==> config.mk <==
export PLATFORM = sky130hd
export DESIGN_NAME = bsf_core
export DESIGN_NICKNAME = d
export VERILOG_FILES = /design/src/rtl/bsf_timer.v /design/src/rtl/bsf_fault.v /design/src/rtl/bsf_core.v
export VERILOG_INCLUDE_DIRS = /design/src /design/src/rtl
export SDC_FILE = /design/constraint.sdc
export NUM_CORES = 1
export LEC_CHECK = 0
export ABC_CLOCK_PERIOD_IN_PS = 3190
export BUFFER_PORTS_ARGS = -buffer_cell sky130_fd_sc_hd__buf_2
export CAP_MARGIN = 25
export CORE_MARGIN = 2
export CORE_UTILIZATION = 33
export DETAILED_ROUTE_END_ITERATION = 6
export GPL_TIMING_DRIVEN = 0
export PLACE_DENSITY = 0.63
export SYNTH_ARGS = -nofsm -noshare
export SYNTH_HDL_FRONTEND = slang
export SYNTH_SLANG_ARGS = --single-unit
export TNS_END_PERCENT = 1
==> constraint.sdc <==
create_clock -name mclk -period 3.19 [get_ports mclk]
set_clock_uncertainty 0.15 [all_clocks]
set_input_delay 0.7975 -clock mclk [delete_from_list [all_inputs] [get_ports mclk]]
set_output_delay 0.7975 -clock mclk [all_outputs]
set_load 0.01 [all_outputs]
==> src/rtl/bsf_regs.vh <==
`ifndef BSF_REGS_VH
`define BSF_REGS_VH
// fault word bit values
`define BSF_F_MEM 24'h000001
`define BSF_F_PROX1 24'h000002
`define BSF_F_PROX2 24'h000004
`define BSF_F_AIN1_BRK 24'h000008
`define BSF_F_AIN2_BRK 24'h000010
`define BSF_F_AIN3_BRK 24'h000020
`define BSF_F_AIN1_RNG 24'h000040
`define BSF_F_AIN2_RNG 24'h000080
`define BSF_F_AIN3_RNG 24'h000100
`define BSF_F_MIN_FLOW 24'h000400
`define BSF_F_SENSOR 24'h000800
`define BSF_F_REL1 24'h001000
`define BSF_F_REL2 24'h002000
`define BSF_F_OVER 24'h004000
`define BSF_F_OFF 24'h008000
`define BSF_F_PRN 24'h010000
`define BSF_F_PRE_SMALL 24'h020000
`define BSF_F_PRE_LARGE 24'h040000
`define BSF_F_PULSE 24'h080000
// printed as 1048476, which is not a single bit; value kept as printed
`define BSF_F_CONFIRM 24'h0FFF9C
`define BSF_F_PRN_COMM 24'h200000
`define BSF_F_PRN_BUSY 24'h400000
`define BSF_F_PRN_PAPER 24'h800000
// phase masks and current output levels
`define BSF_M_ALWAYS 24'h008001
`define BSF_M_RUN 24'h003FFE
`define BSF_M_FULL_SCALE 16'hFFFF
`define BSF_M_ZERO 16'h0000
// timing at 10 MHz
`define BSF_CLK_HZ 10000000
`define BSF_ALT_MS 1000
`define BSF_RET_MS 4000
// cycle counts for the figures above, sized for the 26-bit interval counter
`define BSF_ALT_CYC 26'h0989680
`define BSF_RET_CYC 26'h2625A00
// lower display selector codes
`define BSF_D_QTY 2'h0
`define BSF_D_FLOW 2'h1
`define BSF_D_TOTAL 2'h2
`define BSF_D_FAULT 2'h3
`endif

==> src/rtl/bsf_timer.v <==
`timescale 1ns/1ps
`include "bsf_regs.vh"
// free or restartable interval counter, single-cycle pulse at terminal count
module bsf_timer #(
  parameter [25:0] LIMIT = 26'h0000010
) (
  input wire mclk,
  input wire reset_n,
  input wire ce,
  input wire restart,
  output reg tick
);
  // 26 bits: the four-second return count does not fit in 24
  reg [25:0] cnt_reg;
  always @(posedge mclk or negedge reset_n)
  begin
    if (!reset_n)
    begin
      cnt_reg <= 26'h0000000;
      tick <= 1'b0;
    end
    else if (ce)
    begin
      if (restart || cnt_reg == LIMIT - 26'h0000001)
        cnt_reg <= 26'h0000000;
      else
        cnt_reg <= cnt_reg + 26'h0000001;
      tick <= !restart && (cnt_reg == LIMIT - 26'h0000001);
    end
  end
endmodule

==> src/rtl/bsf_fault.v <==
`timescale 1ns/1ps
`include "bsf_regs.vh"
// latched fault word with phase gating
module bsf_fault (
  input wire mclk,
  input wire reset_n,
  input wire ce,
  input wire clear,
  input wire running,
  input wire idle_or_stopped,
  input wire [23:0] fault_in,
  output reg [23:0] fault_reg
);
  reg [23:0] gate;
  always @*
  begin
    gate = `BSF_M_ALWAYS;
    if (running)
      gate = gate | `BSF_M_RUN;
    if (idle_or_stopped)
      gate = gate | `BSF_F_PRN;
    if (idle_or_stopped && !running)
      gate = gate | `BSF_F_OVER;
    gate = gate | `BSF_F_PRE_SMALL | `BSF_F_PRE_LARGE | `BSF_F_PULSE
      | `BSF_F_PRN_COMM | `BSF_F_PRN_BUSY | `BSF_F_PRN_PAPER;
    // confirmation code overlaps phase-gated bits, so only its full pattern opens them;
    // limitation: other faults that together cover the pattern read as confirmation
    if ((fault_in & `BSF_F_CONFIRM) == `BSF_F_CONFIRM)
      gate = gate | `BSF_F_CONFIRM;
  end
  always @(posedge mclk or negedge reset_n)
  begin
    if (!reset_n)
      fault_reg <= 24'h000000;
    else if (ce)
    begin
      // new events win over a simultaneous clear
      if (clear)
        fault_reg <= fault_in & gate;
      else
        fault_reg <= fault_reg | (fault_in & gate);
    end
  end
endmodule

==> src/rtl/bsf_core.v <==
`timescale 1ns/1ps
`include "bsf_regs.vh"
// Overview of operation
// - reset key required before first batch; it clears the stored preset
// - set after reset loads keyed preset and zeroes batched quantity; ready to start
// - start closes shutoff stages, current to full scale, batching indicator on
// - stop key or off input interrupts an active batch at any time
// - after stop key, start resumes batching immediately
// - after off input, start ignored until reset clears the fault
// - set then start begins a new batch with the unchanged preset
// - reset while stopped with no fault latched terminates the batch
// - after supply loss, start resumes the interrupted batch
// - any fault interrupts batching and stays latched until reset
// - fault codes 1 to 256 for memory, proximity, analog breaks and ranges
// - codes 1024, 2048, 4096, 8192 for min flow, sensor, releases
// - codes 16384 over-batch, 32768 off input, 65536 printer
// - codes for preset too small, too large and faulty pulse
// - codes for missing confirmation and printer errors
// - memory and off faults watched in every state
// - codes 2 to 8192 watched only while batching started
// - printer fault watched only before start and after stop
// - over-batching watched only before start and after stop
// - with a fault, lower display alternates fault and quantity every second
// - display key steps flow then totaliser; totaliser idle only; 4 s return except flow view while batching
// - flow view switches to batched quantity when batching starts
// - external stop opens outputs one to three and drops current below live zero
module bsf_core (
  input wire mclk,
  input wire reset_n,
  input wire ce,
  input wire key_reset,
  input wire key_set,
  input wire key_start,
  input wire key_stop,
  input wire key_display,
  input wire off_in,
  input wire ext_stop_in,
  input wire power_restored,
  input wire [31:0] preset_keyed,
  input wire qty_step,
  input wire fault_memory,
  input wire proximity_contact_one_break,
  input wire proximity_contact_two_break,
  input wire [2:0] ain_break,
  input wire [2:0] ain_range,
  input wire min_flow_fault,
  input wire sensor_fault,
  input wire [1:0] release_missing,
  input wire printer_fault,
  input wire preset_small,
  input wire preset_large,
  input wire pulse_fault,
  input wire confirm_missing,
  input wire printer_comm,
  input wire printer_busy,
  input wire printer_paper,
  output reg [2:0] shutoff_reg,
  output reg [15:0] current_reg,
  output reg batching_reg,
  output reg ready_reg,
  output reg [31:0] preset_reg,
  output reg [31:0] batched_reg,
  output reg [23:0] fault_word_reg,
  output reg [1:0] lower_disp_reg
);
  localparam [4:0] ST_LOCK = 5'h01;
  localparam [4:0] ST_READY = 5'h02;
  localparam [4:0] ST_RUN = 5'h04;
  localparam [4:0] ST_STOP = 5'h08;
  localparam [4:0] ST_DONE = 5'h10;

  reg [4:0] state_reg;
  reg [4:0] state_next;
  reg [1:0] disp_next;
  wire [23:0] fault_word;
  wire [23:0] fault_in;
  wire fault_any;
  wire interrupt;
  wire alt_tick;
  wire ret_tick;
  wire run_now;

  function [23:0] sel;
    input cond;
    input [23:0] code;
    begin
      sel = cond ? code : 24'h000000;
    end
  endfunction

  assign fault_in = sel(fault_memory, `BSF_F_MEM)
    | sel(proximity_contact_one_break, `BSF_F_PROX1)
    | sel(proximity_contact_two_break, `BSF_F_PROX2)
    | sel(ain_break[0], `BSF_F_AIN1_BRK) | sel(ain_break[1], `BSF_F_AIN2_BRK)
    | sel(ain_break[2], `BSF_F_AIN3_BRK) | sel(ain_range[0], `BSF_F_AIN1_RNG)
    | sel(ain_range[1], `BSF_F_AIN2_RNG) | sel(ain_range[2], `BSF_F_AIN3_RNG)
    | sel(min_flow_fault, `BSF_F_MIN_FLOW) | sel(sensor_fault, `BSF_F_SENSOR)
    | sel(release_missing[0], `BSF_F_REL1) | sel(release_missing[1], `BSF_F_REL2)
    | sel(batched_reg > preset_reg, `BSF_F_OVER)
    | sel(off_in, `BSF_F_OFF) | sel(printer_fault, `BSF_F_PRN)
    | sel(preset_small, `BSF_F_PRE_SMALL) | sel(preset_large, `BSF_F_PRE_LARGE)
    | sel(pulse_fault, `BSF_F_PULSE)
    | sel(confirm_missing, `BSF_F_CONFIRM) | sel(printer_comm, `BSF_F_PRN_COMM)
    | sel(printer_busy, `BSF_F_PRN_BUSY) | sel(printer_paper, `BSF_F_PRN_PAPER);

  assign run_now = (state_reg == ST_RUN);
  assign fault_any = (fault_word != 24'h000000);
  assign interrupt = key_stop || off_in || ext_stop_in || fault_any;

  bsf_fault u_fault (
    .mclk(mclk),
    .reset_n(reset_n),
    .ce(ce),
    .clear(key_reset),
    .running(run_now),
    .idle_or_stopped(!run_now),
    .fault_in(fault_in),
    .fault_reg(fault_word)
  );

  bsf_timer #(.LIMIT(`BSF_ALT_CYC)) u_alt (
    .mclk(mclk),
    .reset_n(reset_n),
    .ce(ce),
    .restart(!fault_any),
    .tick(alt_tick)
  );

  bsf_timer #(.LIMIT(`BSF_RET_CYC)) u_ret (
    .mclk(mclk),
    .reset_n(reset_n),
    .ce(ce),
    .restart(key_display),
    .tick(ret_tick)
  );

  always @*
  begin
    state_next = state_reg;
    case (state_reg)
      ST_LOCK:
        if (key_reset && !key_set)
          state_next = ST_DONE;
      ST_DONE:
        if (key_set)
          state_next = ST_READY;
      ST_READY:
        if (key_start && !interrupt)
          state_next = ST_RUN;
      ST_RUN:
        if (interrupt)
          state_next = ST_STOP;
      ST_STOP:
        // with a fault latched, reset only clears it so start can resume
        if (key_reset && fault_any)
          state_next = ST_STOP;
        else if (key_reset)
          state_next = ST_DONE;
        else if (key_set)
          state_next = ST_READY;
        else if (key_start && !interrupt)
          state_next = ST_RUN;
      default:
        state_next = ST_LOCK;
    endcase
  end

  always @*
  begin
    disp_next = lower_disp_reg;
    if (fault_any)
    begin
      if (alt_tick)
        disp_next = (lower_disp_reg == `BSF_D_FAULT) ? `BSF_D_QTY : `BSF_D_FAULT;
    end
    else if (lower_disp_reg == `BSF_D_FAULT)
      disp_next = `BSF_D_QTY;
    else if (state_next == ST_RUN && !run_now && lower_disp_reg != `BSF_D_QTY)
      disp_next = `BSF_D_QTY;
    else if (key_display)
    begin
      if (lower_disp_reg == `BSF_D_QTY)
        disp_next = `BSF_D_FLOW;
      else if (lower_disp_reg == `BSF_D_FLOW && !run_now)
        disp_next = `BSF_D_TOTAL;
      else
        disp_next = `BSF_D_QTY;
    end
    // during batching the flow view stays until changed by hand
    else if (ret_tick && !(run_now && lower_disp_reg == `BSF_D_FLOW))
      disp_next = `BSF_D_QTY;
  end

  // state_reg is held across supply loss by the surrounding retention logic;
  // power_restored moves a running batch to ST_STOP and forces outputs safe, so start is needed again
  always @(posedge mclk or negedge reset_n)
  begin
    if (!reset_n)
    begin
      state_reg <= ST_LOCK;
      shutoff_reg <= 3'h0;
      current_reg <= `BSF_M_ZERO;
      batching_reg <= 1'b0;
      ready_reg <= 1'b0;
      preset_reg <= 32'h00000000;
      batched_reg <= 32'h00000000;
      fault_word_reg <= 24'h000000;
      lower_disp_reg <= `BSF_D_QTY;
    end
    else if (ce)
    begin
      state_reg <= (power_restored && run_now) ? ST_STOP : state_next;
      if (state_reg == ST_LOCK && key_reset)
        preset_reg <= 32'h00000000;
      if (key_set && state_next == ST_READY)
      begin
        if (state_reg == ST_DONE)
          preset_reg <= preset_keyed;
        batched_reg <= 32'h00000000;
      end
      else if (run_now && qty_step)
        batched_reg <= batched_reg + 32'h00000001;
      if (ext_stop_in || off_in || state_next != ST_RUN || power_restored)
      begin
        shutoff_reg <= 3'h0;
        current_reg <= `BSF_M_ZERO;
        batching_reg <= 1'b0;
      end
      else
      begin
        shutoff_reg <= 3'h7;
        current_reg <= `BSF_M_FULL_SCALE;
        batching_reg <= 1'b1;
      end
      ready_reg <= (state_next == ST_READY);
      fault_word_reg <= fault_word;
      lower_disp_reg <= disp_next;
    end
  end
endmodule

==> summary.md <==
| Metric | Value |
|---|---|
| Outcome | finished clean |
| Worst-path fanout max | 10 |
| Most used cell, CP | nor2_1 |
| Ports | approximately 180 |
| Sequential cell area | around 4300 µm² |
| Top-area cell type share of the netlist area | 48.6% |
| Number of flops mapped to enable cells by yosys | 0 |
| Core footprint | 26200 µm² |
| Vias in the first global route | 7056 |
| Multi-input gate area | 4050 µm² |
| Measured slew at the worst slew-check pin | around 0.74 ns |
| Dpl hpwl | approximately 17 mm |
| Hold-fix buffers, CTS | 0 |
| Worst setup margin | ~0.24 ns |
| Die height | 168 µm |
| Yosys cell types | 59 |
| Worst setup SP type | flip-flop |
| Sum Neg Setup Slack | 0 ns |
| Hold Vio Cnt, Final | 0 |
| Via-to-Cell Ratio | 5.07 |
| Die area | 28100 µm² |
| Fin Hold WS | 0.210 ns |
| FF-to-FF Start | u_alt.cnt_reg[22]$_DFFE_PN0P_ |
| Routability Congestion | 0.841 |
| Clock Tree Buf Depth | 2 |
| Crit path max-delay cell type | or4b_1 |
| DRT Pass-1 Iters | 5 |
| Crit path kind | reg -> reg |
| Worst slack, placed | 0.262 ns |
| Unrepaired setup endpoints after global routing | no |
| Reg2reg setup slack | between 0.2 and 0.25 ns |
| First-pass GRT wire length | 37.3 mm |
| Root Driver | clkbuf_16 |
| Fmax | 338 MHz |
| Largest net degree at the start of global routing | 89 |
| Routed length per instance | ~16 µm |
| TritonCTS clock tree | done |
| Crit path max-delay family | simple AND/OR/NAND/NOR gates |
| Post-CTS setup buffers | 0 |
| Crit-path cells | or4b_1 > nor3_1 > and4_1 > clkbuf_1 > nor2_1 > nor2_2 > buf_2 > nor2_1 |
| Die width | ~170 µm |
| Buf+Inv Stages, Crit Path | 2 |
| Iter 0 DRT Violations | around 500 |
| FF-to-FF path depth | 8 |
| Final Cell Area | 10800 µm² |
| #FFs+latches synth | 173 |
| Synth top area cells | dfrtp_1, ha_1, xor2_1 |
| Slew HR | between 40% and 50% |
| Port bufs | 172 |
| Seq/Total Area, Yosys | 48.9% |
| Syn-to-layout area delta | 21.7% |
| Mapped Nets | 992 |
| Placed cell areas | 10200 µm² |
| Most frequent cells in the layout | buf_2, dfrtp_1, nor2_1 |
| Tmin final | 2.95 ns |
| DRC | 0 |
| Post-CTS Resized | 0 |
| TritonCTS Buffers | 17 |
| Most used DFF post-synth | dfrtp_1 |
| Peak ir drop on the vdd network | 0.301 mV |
| Hold Crit Class | in -> async |
| Slew Limit Fails | 0 |
| Final core occ | a little over 40% |
| H-tree Lvls | 4 |
| Yosys top cell by area | dfrtp_1 |
| Synthesis warning total | 0 |
| All-Layer GR Usage | 16.6% |
| Final nets | 1185 |
| Detail Route Antenna Nets | 0 |
| PwrDens | 508 nW/µm² |
| Final worst path period share | approximately 93% |
| Syn Inst Count | 892 |
| Initial antenna violation count | 0 |
| Clk Latency, worst-skew pair | 0.43 ns |
| CP Capture Type | flip-flop |
| Total Wirelength | 23.2 mm |
| Gr ovfl total | 0 |
| Filler Cells Inserted | around 2600 |
| Clock transition at path regs | 0.07 ns |
| RR Endpoint | u_alt.cnt_reg[25]$_DFFE_PN0P_ |
| Max_cap viols | 0 |
| Leak pwr | 5.14 nW |
| CP Data Required Time | 3.35 ns |
| Starting Density | 33.8% |
| Vias | 7266 |
| Share of layout cells above drive strength 1 | ~24% |
| Crit path DAT | 3.11 ns |
| Post-Syn Area | 8850 µm² |
| Rows | 59 |
| Average size of a mapped cell | 9.92 µm² |
| Final setup vio count | 0 |
| Clk sinks | 173 |
| CP max stage delay | 0.55 ns |
| Ys async rst share | 100% |
-- cell type report --
cell class              instances  area share [%]
diodes                          1          0.0232
well taps                     335            3.89
multi-input cells             618            37.6
flip-flops and latches        173            40.2
repair buffers                174            8.41
inverters                      40            1.39
clock buffers                  19            4.20
plain buffers                  61            2.97
clock inverters                12            1.27
-- how the worst max path moves through the flow --
stage                                       start                            end  slack, ns  depth (start not counted)
floorplan                state_reg[0]$_DFFE_PN1P_    batched_reg[24]$_DFFE_PN0P_       0.73                          8
global placement                          reset_n  fault_word_reg[2]$_DFFE_PN0P_      -1.70                          1
detailed placement  u_alt.cnt_reg[22]$_DFFE_PN0P_  u_alt.cnt_reg[22]$_DFFE_PN0P_       0.26                          8
CTS                 u_alt.cnt_reg[22]$_DFFE_PN0P_  u_alt.cnt_reg[25]$_DFFE_PN0P_       0.21                          8
global route        u_alt.cnt_reg[22]$_DFFE_PN0P_  u_alt.cnt_reg[25]$_DFFE_PN0P_      0.007                          8
finish              u_alt.cnt_reg[22]$_DFFE_PN0P_  u_alt.cnt_reg[25]$_DFFE_PN0P_       0.24                          8
-- routing by layer --
layer	vias up	GRT usage, %	wire [µm]
li1	3513	-	-
met3	18	3.43	1150
met1	3548	22.4	10700
met4	0	4.50	261
met5	-	0	0
met2	187	27.0	11100
-- synth_stat cells, drive strengths merged (24+ instances only) --
master  count
dfrtp     172
nor2      105
nand2      74
xor2       48
inv        40
a22o       39
o21ai      36
ha         35
a21oi      34
nand3      34
clkbuf     32
buf        29
nand4      29
mux2       24
-- cells by family (layout without fill, tap and decap cells) --
group / count (synthesis) / count (layout) / share of synthesized area (%)
multiplexers: 27 / 27 / 3.39
buffers and inverters: 101 / 306 / 5.32
AND/OR/NAND/NOR: 344 / 344 / 19.6
other: 1 / 2 / 0.0424
XOR/XNOR: 69 / 69 / 6.83
adder cells (fa/ha/maj): 35 / 35 / 4.95
flip-flops: 173 / 173 / 48.9
AO/OA/AOI/OAI: 142 / 142 / 11.0
-- per-stage QoR --
| stage | cells | total power, mW |
|---|---|---|
| 2_1_floorplan | 892 | 3.03 |
| 3_3_place_gp | 1399 | 3.39 |
| 3_5_place_dp | 1401 | 3.41 |
| 4_1_cts | 1432 | 5.52 |
| 5_1_grt | 1432 | 5.73 |
| 6_report | 1433 | 5.47 |
-- report_power, final --
| part | internal, mW | leakage (nW) | total (mW) | switching [mW] |
|---|---|---|---|---|
| Combinational | 0.357 | 2.60 | 0.815 | 0.458 |
| Sequential | 2.38 | 2.26 | 2.55 | 0.169 |
| Clock | 1.20 | 0.282 | 2.11 | 0.910 |
-- worst reg2reg max path, stage by stage (launching register included) --
cell and delay (ns):
dfrtp_1 0.41, or4b_1 0.56, nor3_1 0.20, and4_1 0.21
clkbuf_1 0.30, nor2_1 0.22, nor2_2 0.39, buf_2 0.32
nor2_1 0.08
(Power assumes the default switching activity.)
